`config.mk`:
```
export PLATFORM = sky130hd
export DESIGN_NAME = can_interrupt_logic
export DESIGN_NICKNAME = d
export VERILOG_FILES = /design/src/hw/can_int_pkg.sv /design/src/hw/err_state_monitor.sv /design/src/hw/can_interrupt_logic.sv
export SDC_FILE = /design/constraint.sdc
export NUM_CORES = 1
export LEC_CHECK = 0
export BUFFER_PORTS_ARGS = -buffer_cell sky130_fd_sc_hd__buf_2
export CORE_ASPECT_RATIO = 0.6
export CORE_MARGIN = 3
export CORE_UTILIZATION = 35
export DETAILED_ROUTE_END_ITERATION = 12
export SKIP_LAST_GASP = 1
export SLEW_MARGIN = 20
export SYNTH_ARGS = -nofsm -noshare
export SYNTH_HDL_FRONTEND = slang
export SYNTH_SLANG_ARGS = --single-unit
```
`constraint.sdc`:
```
create_clock -name pclk -period 4.8 [get_ports pclk]
set_input_delay 0.48 -clock pclk [delete_from_list [all_inputs] [get_ports pclk]]
set_output_delay 0.48 -clock pclk [all_outputs]
set_load 0.02 [all_outputs]
```
`src/hw/can_int_pkg.sv`:
```
// Constants, register map and carrier types of the CAN interrupt logic.
// Assumes a single 125 MHz pclk domain and an APB register port.
//
// Function
// - Receive flag set when buffer loaded after frame end
// - Three-bit pending source code, fixed encoding
// - Code terms are flag AND enable, fixed priority
// - Message error flag set on transfer errors
// - Bus activity in sleep with wake enabled sets wake, exits sleep
// - Error flag on overflow or error state change
// - Overflow flag when target buffer still full
// - Receive warning when receive counter reaches 96
// - Transmit warning when transmit counter reaches 96
// - Receive error-passive when receive counter exceeds 127
// - Transmit error-passive when transmit counter exceeds 127
// - Bus-off when transmit counter exceeds 255
// - Interrupt pending while any enabled flag set
// - Clear ignored while its condition persists
// - Transmit flag set when buffer becomes empty
// - Code moves to next source after clear
package can_int_pkg;

    // Register byte offsets
    localparam logic [7:0] OFS_FLAGS   = 8'h00;
    localparam logic [7:0] OFS_ENABLE  = 8'h04;
    localparam logic [7:0] OFS_STATUS  = 8'h08;
    localparam logic [7:0] OFS_COMM    = 8'h0C;
    localparam logic [7:0] OFS_CTRL    = 8'h10;
    localparam logic [7:0] OFS_ERRCNT  = 8'h14;

    // Flag and enable bit positions
    localparam int FLG_RX0  = 0;
    localparam int FLG_RX1  = 1;
    localparam int FLG_TX0  = 2;
    localparam int FLG_TX1  = 3;
    localparam int FLG_TX2  = 4;
    localparam int FLG_ERR  = 5;
    localparam int FLG_WAK  = 6;
    localparam int FLG_MERR = 7;
    localparam int NUM_FLAGS = 8;

    // Communication status bit positions
    localparam int CS_EWARN   = 0;
    localparam int CS_RXWARN  = 1;
    localparam int CS_TXWARN  = 2;
    localparam int CS_RXPASS  = 3;
    localparam int CS_TXPASS  = 4;
    localparam int CS_BUSOFF  = 5;
    localparam int CS_RX1OVF  = 6;
    localparam int CS_RX0OVF  = 7;

    // Status and control bit positions
    localparam int ST_CODE_LSB = 0;
    localparam int ST_IRQ      = 3;
    localparam int ST_SLEEP    = 4;
    localparam int ST_MODE_LSB = 5;
    localparam int CTRL_SLEEP  = 0;
    localparam int ERRCNT_TEC_LSB = 16;

    // Reset values
    localparam logic [7:0] FLAGS_RST  = 8'h00;
    localparam logic [7:0] ENABLE_RST = 8'h00;
    localparam logic [1:0] OVF_RST    = 2'h0;

    // Error counter limits
    localparam int WARN_LIMIT    = 96;
    localparam int PASSIVE_LIMIT = 127;
    localparam int BUSOFF_LIMIT  = 255;

    // Pending source codes
    localparam logic [2:0] CODE_NONE = 3'h0;
    localparam logic [2:0] CODE_ERR  = 3'h1;
    localparam logic [2:0] CODE_TX2  = 3'h2;
    localparam logic [2:0] CODE_TX1  = 3'h3;
    localparam logic [2:0] CODE_TX0  = 3'h4;
    localparam logic [2:0] CODE_RX1  = 3'h5;
    localparam logic [2:0] CODE_RX0  = 3'h6;
    localparam logic [2:0] CODE_WAK  = 3'h7;

    typedef enum logic [1:0] {
        MODE_ACTIVE,
        MODE_PASSIVE,
        MODE_BUSOFF
    } err_mode_t;

    // Events from the protocol engine, one-cycle pulses except bus_activity
    typedef struct packed {
        logic [1:0] rx_load;
        logic [1:0] mab_accept;
        logic [2:0] tx_empty;
        logic       msg_error;
        logic       bus_activity;
    } engine_evt_t;

    // Error state levels derived from the counters
    typedef struct packed {
        logic ewarn;
        logic rx_warn;
        logic tx_warn;
        logic rx_passive;
        logic tx_passive;
        logic bus_off;
    } err_state_t;

endpackage

```
`src/hw/err_state_monitor.sv`:
```
// Error state monitor: turns the error counters into warning, passive and
// bus-off levels, registered once.
// Assumes counters synchronous to pclk.
`timescale 1ns/10ps
`default_nettype none
module err_state_monitor
    import can_int_pkg::*;
#(
    parameter int REC_W = 8,
    parameter int TEC_W = 9
) (
    input  wire logic             pclk,
    input  wire logic             presetn,
    input  wire logic [REC_W-1:0] rx_err_cnt,
    input  wire logic [TEC_W-1:0] tx_err_cnt,
    output var  err_state_t       state_q
);

    initial begin
        if (REC_W < 8 || TEC_W < 9) begin
            $error("Counters too narrow for the error limits");
        end
    end

    err_state_t state_d;

    always_comb begin
        state_d.rx_warn    = int'(rx_err_cnt) >= WARN_LIMIT;
        state_d.tx_warn    = int'(tx_err_cnt) >= WARN_LIMIT;
        state_d.rx_passive = int'(rx_err_cnt) > PASSIVE_LIMIT;
        state_d.tx_passive = int'(tx_err_cnt) > PASSIVE_LIMIT;
        state_d.bus_off    = int'(tx_err_cnt) > BUSOFF_LIMIT;
        state_d.ewarn      = state_d.rx_warn | state_d.tx_warn;
    end

    always_ff @(posedge pclk or negedge presetn) begin
        if (!presetn) begin
            state_q <= '0;
        end else begin
            state_q <= state_d;
        end
    end

endmodule
`default_nettype wire

```
`src/hw/can_interrupt_logic.sv`:
```
// CAN interrupt logic: flags, enables, priority code and request line,
// with an APB register port.
// Assumes engine events and counters synchronous to pclk.
//
// Our own choices: the APB interface to the registers and the register offsets.
`timescale 1ns/10ps
`default_nettype none
module can_interrupt_logic
    import can_int_pkg::*;
#(
    parameter int REC_W = 8,
    parameter int TEC_W = 9
) (
    input  wire logic             pclk,
    input  wire logic             presetn,
    input  wire logic             psel,
    input  wire logic             penable,
    input  wire logic             pwrite,
    input  wire logic [7:0]       paddr,
    input  wire logic [31:0]      pwdata,
    output logic      [31:0]      prdata,
    output logic                  pready,
    output logic                  pslverr,
    input  wire engine_evt_t      engine_evt,
    input  wire logic [REC_W-1:0] rx_err_cnt,
    input  wire logic [TEC_W-1:0] tx_err_cnt,
    output logic                  irq,
    output logic      [2:0]       pending_source_code,
    output logic                  sleep_mode,
    output err_mode_t             error_mode
);

    initial begin
        if (REC_W > 16 || TEC_W > 16) begin
            $error("Counters wider than their register fields");
        end
    end

    typedef enum {
        SEL_FLAGS,
        SEL_ENABLE,
        SEL_STATUS,
        SEL_COMM,
        SEL_CTRL,
        SEL_ERRCNT,
        SEL_NONE
    } reg_sel_t;

    function automatic reg_sel_t decode(input logic [7:0] addr);
        case (addr)
            OFS_FLAGS:  decode = SEL_FLAGS;
            OFS_ENABLE: decode = SEL_ENABLE;
            OFS_STATUS: decode = SEL_STATUS;
            OFS_COMM:   decode = SEL_COMM;
            OFS_CTRL:   decode = SEL_CTRL;
            OFS_ERRCNT: decode = SEL_ERRCNT;
            default:    decode = SEL_NONE;
        endcase
    endfunction

    // Fixed priority: error, tx0, tx1, tx2, rx0, rx1, wake
    function automatic logic [2:0] encode(input logic [NUM_FLAGS-1:0] term);
        if (term[FLG_ERR]) begin
            encode = CODE_ERR;
        end else if (term[FLG_TX0]) begin
            encode = CODE_TX0;
        end else if (term[FLG_TX1]) begin
            encode = CODE_TX1;
        end else if (term[FLG_TX2]) begin
            encode = CODE_TX2;
        end else if (term[FLG_RX0]) begin
            encode = CODE_RX0;
        end else if (term[FLG_RX1]) begin
            encode = CODE_RX1;
        end else if (term[FLG_WAK]) begin
            encode = CODE_WAK;
        end else begin
            encode = CODE_NONE;
        end
    endfunction

    logic [NUM_FLAGS-1:0] flags_q;
    logic [NUM_FLAGS-1:0] flags_d;
    logic [NUM_FLAGS-1:0] enable_q;
    logic [NUM_FLAGS-1:0] flag_set;
    logic [NUM_FLAGS-1:0] flag_hold;
    logic [NUM_FLAGS-1:0] flag_clr;
    logic [NUM_FLAGS-1:0] terms_d;
    logic [1:0]           ovf_q;
    logic [1:0]           ovf_d;
    logic [1:0]           ovf_set;
    logic [1:0]           ovf_clr;
    logic                 sleep_q;
    logic                 wake_evt;
    logic                 state_change;
    err_state_t           err_state;
    err_state_t           err_state_prev_q;
    reg_sel_t             sel;
    logic                 access;
    logic                 wr_commit;
    logic [31:0]          rdata_d;
    logic                 pready_q;
    logic [31:0]          prdata_q;
    logic                 pslverr_q;
    logic                 irq_q;
    logic [2:0]           code_q;
    err_mode_t            mode_q;
    err_mode_t            mode_d;

    err_state_monitor #(
        .REC_W (REC_W),
        .TEC_W (TEC_W)
    ) u_err_state (
        .pclk       (pclk),
        .presetn    (presetn),
        .rx_err_cnt (rx_err_cnt),
        .tx_err_cnt (tx_err_cnt),
        .state_q    (err_state)
    );

    // Bus decode; writes land on the edge that completes the access
    assign sel       = decode(paddr);
    assign access    = psel & penable;
    assign wr_commit = access & pready_q & pwrite;

    // Error state edges, any direction
    always_ff @(posedge pclk or negedge presetn) begin
        if (!presetn) begin
            err_state_prev_q <= '0;
        end else begin
            err_state_prev_q <= err_state;
        end
    end

    assign state_change = err_state != err_state_prev_q;

    // A message accepted for a buffer whose full flag is still set overflows
    assign ovf_set = engine_evt.mab_accept & {flags_q[FLG_RX1], flags_q[FLG_RX0]};
    assign ovf_clr = (wr_commit && sel == SEL_COMM) ?
                     ~{pwdata[CS_RX1OVF], pwdata[CS_RX0OVF]} : 2'h0;

    always_comb begin
        for (int i = 0; i < 2; i++) begin
            ovf_d[i] = ovf_q[i];
            if (ovf_clr[i]) begin
                ovf_d[i] = 1'b0;
            end
            if (ovf_set[i]) begin
                ovf_d[i] = 1'b1;
            end
        end
    end

    always_ff @(posedge pclk or negedge presetn) begin
        if (!presetn) begin
            ovf_q <= OVF_RST;
        end else begin
            ovf_q <= ovf_d;
        end
    end

    // Wake only counts while asleep with the source enabled
    assign wake_evt = sleep_q & enable_q[FLG_WAK] & engine_evt.bus_activity;

    always_comb begin
        flag_set            = '0;
        flag_set[FLG_RX0]   = engine_evt.rx_load[0];
        flag_set[FLG_RX1]   = engine_evt.rx_load[1];
        flag_set[FLG_TX0]   = engine_evt.tx_empty[0];
        flag_set[FLG_TX1]   = engine_evt.tx_empty[1];
        flag_set[FLG_TX2]   = engine_evt.tx_empty[2];
        flag_set[FLG_ERR]   = (|ovf_set) | state_change;
        flag_set[FLG_WAK]   = wake_evt;
        flag_set[FLG_MERR]  = engine_evt.msg_error;
    end

    // Conditions that still stand keep their flag from being cleared
    always_comb begin
        flag_hold           = flag_set;
        flag_hold[FLG_ERR]  = flag_set[FLG_ERR] | (|ovf_q);
        flag_hold[FLG_WAK]  = flag_set[FLG_WAK] | (sleep_q & engine_evt.bus_activity);
    end

    // Writing zero clears, writing one leaves the flag alone
    assign flag_clr = (wr_commit && sel == SEL_FLAGS) ?
                      ~pwdata[NUM_FLAGS-1:0] : '0;

    generate
        for (genvar g = 0; g < NUM_FLAGS; g++) begin : g_flag
            always_comb begin
                flags_d[g] = flags_q[g];
                if (flag_clr[g] && !flag_hold[g]) begin
                    flags_d[g] = 1'b0;
                end
                if (flag_set[g]) begin
                    flags_d[g] = 1'b1;
                end
            end
        end
    endgenerate

    always_ff @(posedge pclk or negedge presetn) begin
        if (!presetn) begin
            flags_q <= FLAGS_RST;
        end else begin
            flags_q <= flags_d;
        end
    end

    always_ff @(posedge pclk or negedge presetn) begin
        if (!presetn) begin
            enable_q <= ENABLE_RST;
        end else if (wr_commit && sel == SEL_ENABLE) begin
            enable_q <= pwdata[NUM_FLAGS-1:0];
        end
    end

    // Sleep entered by software, left on a wake event
    always_ff @(posedge pclk or negedge presetn) begin
        if (!presetn) begin
            sleep_q <= 1'b0;
        end else if (wake_evt) begin
            sleep_q <= 1'b0;
        end else if (wr_commit && sel == SEL_CTRL) begin
            sleep_q <= pwdata[CTRL_SLEEP];
        end
    end

    // Code and request follow the next flag state, so a clear shows at once
    assign terms_d = flags_d & enable_q;

    always_ff @(posedge pclk or negedge presetn) begin
        if (!presetn) begin
            code_q <= CODE_NONE;
            irq_q  <= 1'b0;
        end else begin
            code_q <= encode(terms_d);
            irq_q  <= |terms_d;
        end
    end

    // Protocol error mode
    always_comb begin
        if (err_state.bus_off) begin
            mode_d = MODE_BUSOFF;
        end else if (err_state.rx_passive || err_state.tx_passive) begin
            mode_d = MODE_PASSIVE;
        end else begin
            mode_d = MODE_ACTIVE;
        end
    end

    always_ff @(posedge pclk or negedge presetn) begin
        if (!presetn) begin
            mode_q <= MODE_ACTIVE;
        end else begin
            mode_q <= mode_d;
        end
    end

    // Read data
    always_comb begin
        rdata_d = 32'h0000_0000;
        case (sel)
            SEL_FLAGS: begin
                rdata_d[NUM_FLAGS-1:0] = flags_q;
            end
            SEL_ENABLE: begin
                rdata_d[NUM_FLAGS-1:0] = enable_q;
            end
            SEL_STATUS: begin
                rdata_d[ST_CODE_LSB +: 3] = code_q;
                rdata_d[ST_IRQ]           = irq_q;
                rdata_d[ST_SLEEP]         = sleep_q;
                rdata_d[ST_MODE_LSB +: 2] = mode_q;
            end
            SEL_COMM: begin
                rdata_d[CS_EWARN]  = err_state.ewarn;
                rdata_d[CS_RXWARN] = err_state.rx_warn;
                rdata_d[CS_TXWARN] = err_state.tx_warn;
                rdata_d[CS_RXPASS] = err_state.rx_passive;
                rdata_d[CS_TXPASS] = err_state.tx_passive;
                rdata_d[CS_BUSOFF] = err_state.bus_off;
                rdata_d[CS_RX1OVF] = ovf_q[1];
                rdata_d[CS_RX0OVF] = ovf_q[0];
            end
            SEL_CTRL: begin
                rdata_d[CTRL_SLEEP] = sleep_q;
            end
            SEL_ERRCNT: begin
                rdata_d[REC_W-1:0]                      = rx_err_cnt;
                rdata_d[ERRCNT_TEC_LSB +: TEC_W]        = tx_err_cnt;
            end
            default: begin
                rdata_d = 32'h0000_0000;
            end
        endcase
    end

    // One wait state: pready rises in the second access cycle
    always_ff @(posedge pclk or negedge presetn) begin
        if (!presetn) begin
            pready_q <= 1'b0;
        end else begin
            pready_q <= access & ~pready_q;
        end
    end

    always_ff @(posedge pclk or negedge presetn) begin
        if (!presetn) begin
            prdata_q  <= 32'h0000_0000;
            pslverr_q <= 1'b0;
        end else if (access && !pready_q) begin
            prdata_q  <= pwrite ? 32'h0000_0000 : rdata_d;
            pslverr_q <= (sel == SEL_NONE) || (pwrite && sel == SEL_STATUS)
                         || (pwrite && sel == SEL_ERRCNT);
        end else begin
            pslverr_q <= 1'b0;
        end
    end

    assign prdata              = prdata_q;
    assign pready              = pready_q;
    assign pslverr             = pslverr_q;
    assign irq                 = irq_q;
    assign pending_source_code = code_q;
    assign sleep_mode          = sleep_q;
    assign error_mode          = mode_q;

endmodule
`default_nettype wire

```
After elaboration in Yosys (flattened, before gate mapping)
Index checks and enable logic that the tools add are counted.
Widths: inputs -> output; s select.
- flip-flop bits (word level): 71
- input bits: 71
- output and inout bits: 41
- magnitude comparators: 5
- eq/ne operators: 17
- muxes and demuxes: 40
- bitwise gates (word level): 16
- reduce and logical (&&, ||, !) cells: 36
- operator list (kind ; count):
    $logic_not 32->1 ; 2
    $eq 32x2->1 const B ; 1
    $eq 32x3->1 const B ; 1
    $eq 32x4->1 const B ; 1
    $pmux 6 s5 ; 1
    $mux 25 ; 1
    $mux 1 ; 24
    $mux 3 ; 7
    $pmux 3 s6 ; 1
    $eq 8x4->1 const B ; 2
    $eq 8x5->1 const B ; 2
    $logic_and 1x1->1 ; 15
    $eq 3x3->1 const B ; 4
    $eq 3x2->1 const B ; 3
    $ge 9x7->1 const B ; 1
    $gt 9x7->1 const B ; 1
    $gt 9x8->1 const B ; 1
    $logic_not 1->1 ; 9
    $mux 9 ; 1
    $and 8x8->8 ; 1
    $eq 8x3->1 const B ; 1
    $ge 8x7->1 const B ; 1
    $gt 8x7->1 const B ; 1
    $logic_not 8->1 ; 1
    other kinds (16) ; 31

Depth between registers and ports, before layout
- depth in word-level cells: 16
- mapped depth: 14

Cells and area by module
A second synthesis with hierarchy kept.
- cell total of the unflattened synthesis: 271
- area total of the unflattened synthesis: 2881.5 µm²
- by module, submodules not included (module ; times used ; cells each ; area each (µm²) ; seq. area each (µm²)):
    can_interrupt_logic ; 1 ; 259 ; 2695.1 ; 1226.2
    err_state_monitor ; 1 ; 12 ; 186.4 ; 150.1

Worst setup path before layout
Ideal clock, no wire load.
- kind: in2reg
- start: in paddr[5]
- end: reg code_q[2], in the netlist pending_source_code[2]
- library setup time: 0.129 ns
- arrival time: 2.903 ns
- data required time: 4.671 ns
- slack: 1.768 ns
- stages: 14
- path through: or4_4 buf_6 nor3_4 and2_1 buf_2 inv_1 ha_1 clkbuf_1 a211oi_1 or2_1 buf_4 a21oi_1 nor4_1 nor3b_1
- longest elaborated chain between the ends: 16
- ends and longest elaborated chain (item ; RTL line ; source):
    start, declared ; can_interrupt_logic.sv:19 ; input wire logic [7:0] paddr,
    $eq 8x5->1 (tied with other cells) ; can_interrupt_logic.sv:50 ; case (addr)
    $pmux 3 s6 * ; can_interrupt_logic.sv:50 ;
    $logic_not 32->1 * ; can_interrupt_logic.sv:185 ; assign flag_clr = (wr_commit && sel == SEL_FLAGS) ?
    $logic_and 1x1->1 * ; can_interrupt_logic.sv:185 ;
    $mux 8 * ; can_interrupt_logic.sv:185 ;
    $logic_and 1x1->1 ; can_interrupt_logic.sv:192 ; if (flag_clr[g] && !flag_hold[g]) begin
    $mux 1 ; can_interrupt_logic.sv:192 ;
    $mux 1 ; can_interrupt_logic.sv:195 ; if (flag_set[g]) begin
    $and 8x8->8 * ; can_interrupt_logic.sv:230 ; assign terms_d = flags_d & enable_q;
    $mux 3 ; can_interrupt_logic.sv:75 ; end else if (term[FLG_WAK]) begin
    $mux 3 ; can_interrupt_logic.sv:73 ; end else if (term[FLG_RX1]) begin
    $mux 3 ; can_interrupt_logic.sv:71 ; end else if (term[FLG_RX0]) begin
    $mux 3 ; can_interrupt_logic.sv:69 ; end else if (term[FLG_TX2]) begin
    $mux 3 ; can_interrupt_logic.sv:67 ; end else if (term[FLG_TX1]) begin
    $mux 3 ; can_interrupt_logic.sv:65 ; end else if (term[FLG_TX0]) begin
    $mux 3 * ; can_interrupt_logic.sv:63 ; if (term[FLG_ERR]) begin
    end signal, assigned ; can_interrupt_logic.sv:237 ; code_q <= encode(terms_d);
    end, declared ; can_interrupt_logic.sv:106 ; logic [2:0] code_q;
Mark *: on every way between the ends. The rest lies on a longest branch, timed or not.
A chain may end at the register's enable or synchronous reset.

Worst setup path in the final report
Same ends and word-level chain as after synthesis.

==> impl_metrics.tcl <==
set metrics [dict create \
    drive_above_1_share_pct 32.5 \
    hold_path.class "input pin to asynchronous set/reset pin" \
    grt_use_total_pct 17.7 \
    cp_data_arrival_time_ns 3.62 \
    setup_viol 0 \
    cts_resized 0 \
    clk_pin_slew_worst_paths_ns 0.07 \
    cts_setup_buffers 0 \
    grt_max_degree 56 \
    dpl.hpwl_um 5870 \
    ir_drop_v 0.000194 \
    detail_route.iter0.violations 190 \
    htreeDepth 2 \
    rsz0062_at_grt "no" \
    async_flop_share_pct 100 \
    holdBufCountCts 0 \
    dpl.cell_count 422 \
    hold_viol 0 \
    routed_wl_um 7850 \
    grt_pass1_wl_um 12000 \
    p_leak_nw 1.59 \
    synth.distinct_cells 56 \
    synth-seq-area-share_pct 48.9 \
    cts_root_buffer "clkbuf_16" \
    path_cells "buf_2 -> or4_4 -> nor3_4 -> and2_1 -> inv_1 -> ha_1 -> a211oi_1 -> or2_1 -> a21oi_1 -> o21ai_0 -> nor3b_1" \
    fin_skew_ns 0.00495 \
    slew_violations 0 \
    drv_cap 0 \
    yosysWarningCount 0 \
    p_per_area_nw_per_um2 297 \
    n_antenna_cell 0 \
    syn_inst 260 \
    place_congestion 0.877 \
    die_w_um 122 \
    insertion_delay_ns 0.30 \
    grt_overflow 0 \
    io_pins 112 \
    design.core.area_sq_um 7540 \
    cts.path.max_buffers 2 \
    drc 0 \
    cts_tree "built" \
    max_stage_delay_ns 0.63 \
    syn_to_final_growth_pct 18.9 \
    drtAntennaViolNets 0 \
    synth_edf_count 0 \
    io_buffers 72 \
    timing.final.crit_share_pct 71.7 \
    tightestPinTransition_ns 0.943 \
    cts.sinks 55 \
    row_count 24 \
    required_ns 4.98 \
    status "finished clean" \
    die_area_sq_um 9180 \
    cp-end-kind "register" \
    grt_pass1_vias 2135 \
    critPathKind "input pin to register" \
    min_period_ns 3.44 \
    stdcell_count 430 \
    numCtsBuffers 5 \
    syn-mean-instance-area_sq_um 10.8 \
    fmax_mhz 291 \
    die_y_um 75.4 \
    slew_headroom_pct 37.0 \
    vias 2266 \
    cp_max_fo 9 \
    crit_path_top_delay_cell "or4_4" \
    ys_ff_latch 55 \
    final_cell_mix "72 x buf_2, 55 x dfrtp_1, 21 x o21ai_0, 15 x conb_1" \
    synthFlopType "dfrtp_1" \
    fillers 735 \
    final_common_cell "buf_2" \
    critPathLaunchType "input pin" \
    antenna_found_initial 0 \
    setup-tns-final_ns 0 \
    start_util_pct 37.3 \
    netlist_area_sq_um 2810 \
    avgViaCountPerCell 5.27 \
    firstDrtPassIters 4 \
    wire_per_inst_um 18.2 \
    layout.nets 397 \
]
## registers in the layout, indices dropped and copies added, names as in the netlist, 2 cells and up
name / count
enable_q: 8
err_state_prev_q: 6
flags_q: 8
ovf_q: 2
pending_source_code: 3
prdata: 17
u_err_state.state_q: 6
## metal layers
metal  global-route usage [%]  wire length [um]  vias up
met1                     27.0              3930     1092
met3                     5.27               696       11
li1                         -                 -     1068
met2                     24.0              3100       95
met5                        0                 0        -
met4                     5.59               121        0
## cells by family (layout without fill, tap and decap cells)
family	Yosys count	after routing	share of synthesized area, %
buf+inv	35	87	7.78
other cells	1	15	0.133
fa+ha+maj	1	1	0.445
simple gates	65	65	14.7
compound gates	87	87	22.2
xor+xnor	6	6	1.87
flops	55	55	48.9
mux	10	10	3.91
## path summary, 6_finish.rpt
path / from / to / slack, ns / depth (start not counted)
setup / recovery: paddr[5] / pending_source_code[2] / 1.36 / 11
hold / removal: presetn / err_state_prev_q[0] / 0.30 / 2
setup reg to reg: pready / prdata[4] / 2.36 / 5
hold reg to reg: u_err_state.state_q[4] / err_state_prev_q[4] / 0.44 / 0
max in group asynchronous: presetn / prdata[16] / 4.01 / 2
min in group pclk: tx_err_cnt[8] / u_err_state.state_q[0] / 0.31 / 1
## synth_stat cells, types with 3 or more instances
cell type	n	area, sq um
buf_2	4	20.0
nand2_1	9	33.8
a32oi_1	6	52.6
o21ai_0	21	105
nand2b_1	8	50.1
a21o_1	4	30.0
a22o_2	3	30.0
a21oi_1	14	70.1
mux2_2	8	90.1
inv_1	6	22.5
nand4_1	3	18.8
a221oi_1	4	35.0
dfrtp_1	55	1380
xnor2_1	5	43.8
nor2_1	14	52.6
nor4_1	3	18.8
a32o_1	7	70.1
buf_4	18	135
clkbuf_1	5	18.8
and2_1	3	18.8
a211oi_1	4	30.0
or2_2	3	18.8
nor3_1	4	20.0
a22o_1	11	96.3
o31ai_1	3	22.5
## final cells by class
| cell class | instances | area, sq um | area share [%] |
|---|---|---|---|
| timing repair buffer | 73 | 368 | 11.0 |
| multi-input combinational | 184 | 1270 | 38.0 |
| sequential | 55 | 1380 | 41.2 |
| clock buffer | 6 | 139 | 4.15 |
| clock inverter | 2 | 38.8 | 1.16 |
| inverter | 6 | 22.5 | 0.673 |
| tap | 104 | 130 | 3.89 |
## metrics by stage
| stage | setup slack [ns] | instance area (sq um) | hold slack [ns] | power (mW) | util (%) |
|---|---|---|---|---|---|
| after detailed placement | 1.17 | 3170 | 0.418 | 0.567 | 42.0 |
| after global routing | 1.20 | 3340 | 0.311 | 1.04 | 44.4 |
| after floorplan | 1.77 | 2870 | 0.184 | 0.532 | - |
| after global placement | 1.20 | 3170 | 0.428 | 0.566 | 42.0 |
| after CTS | 1.45 | 3340 | 0.305 | 1.00 | 44.4 |
| final | 1.36 | 3340 | 0.303 | 0.994 | 44.4 |
## power breakdown
group	internal [mW]	switching (mW)	total [mW]
Combinational	0.0265	0.0540	0.0805
Clock	0.263	0.174	0.436
Sequential	0.470	0.00657	0.477
## critical path, delay by kind of cell
family | cells | cell delay (ns)
AOI/OAI and AO/OA | 3 | 0.68
adders and majority gates | 1 | 0.31
buffers and inverters | 2 | 0.21
and+or+nand+nor | 5 | 1.94
Power figures use the tool's default switching activity.
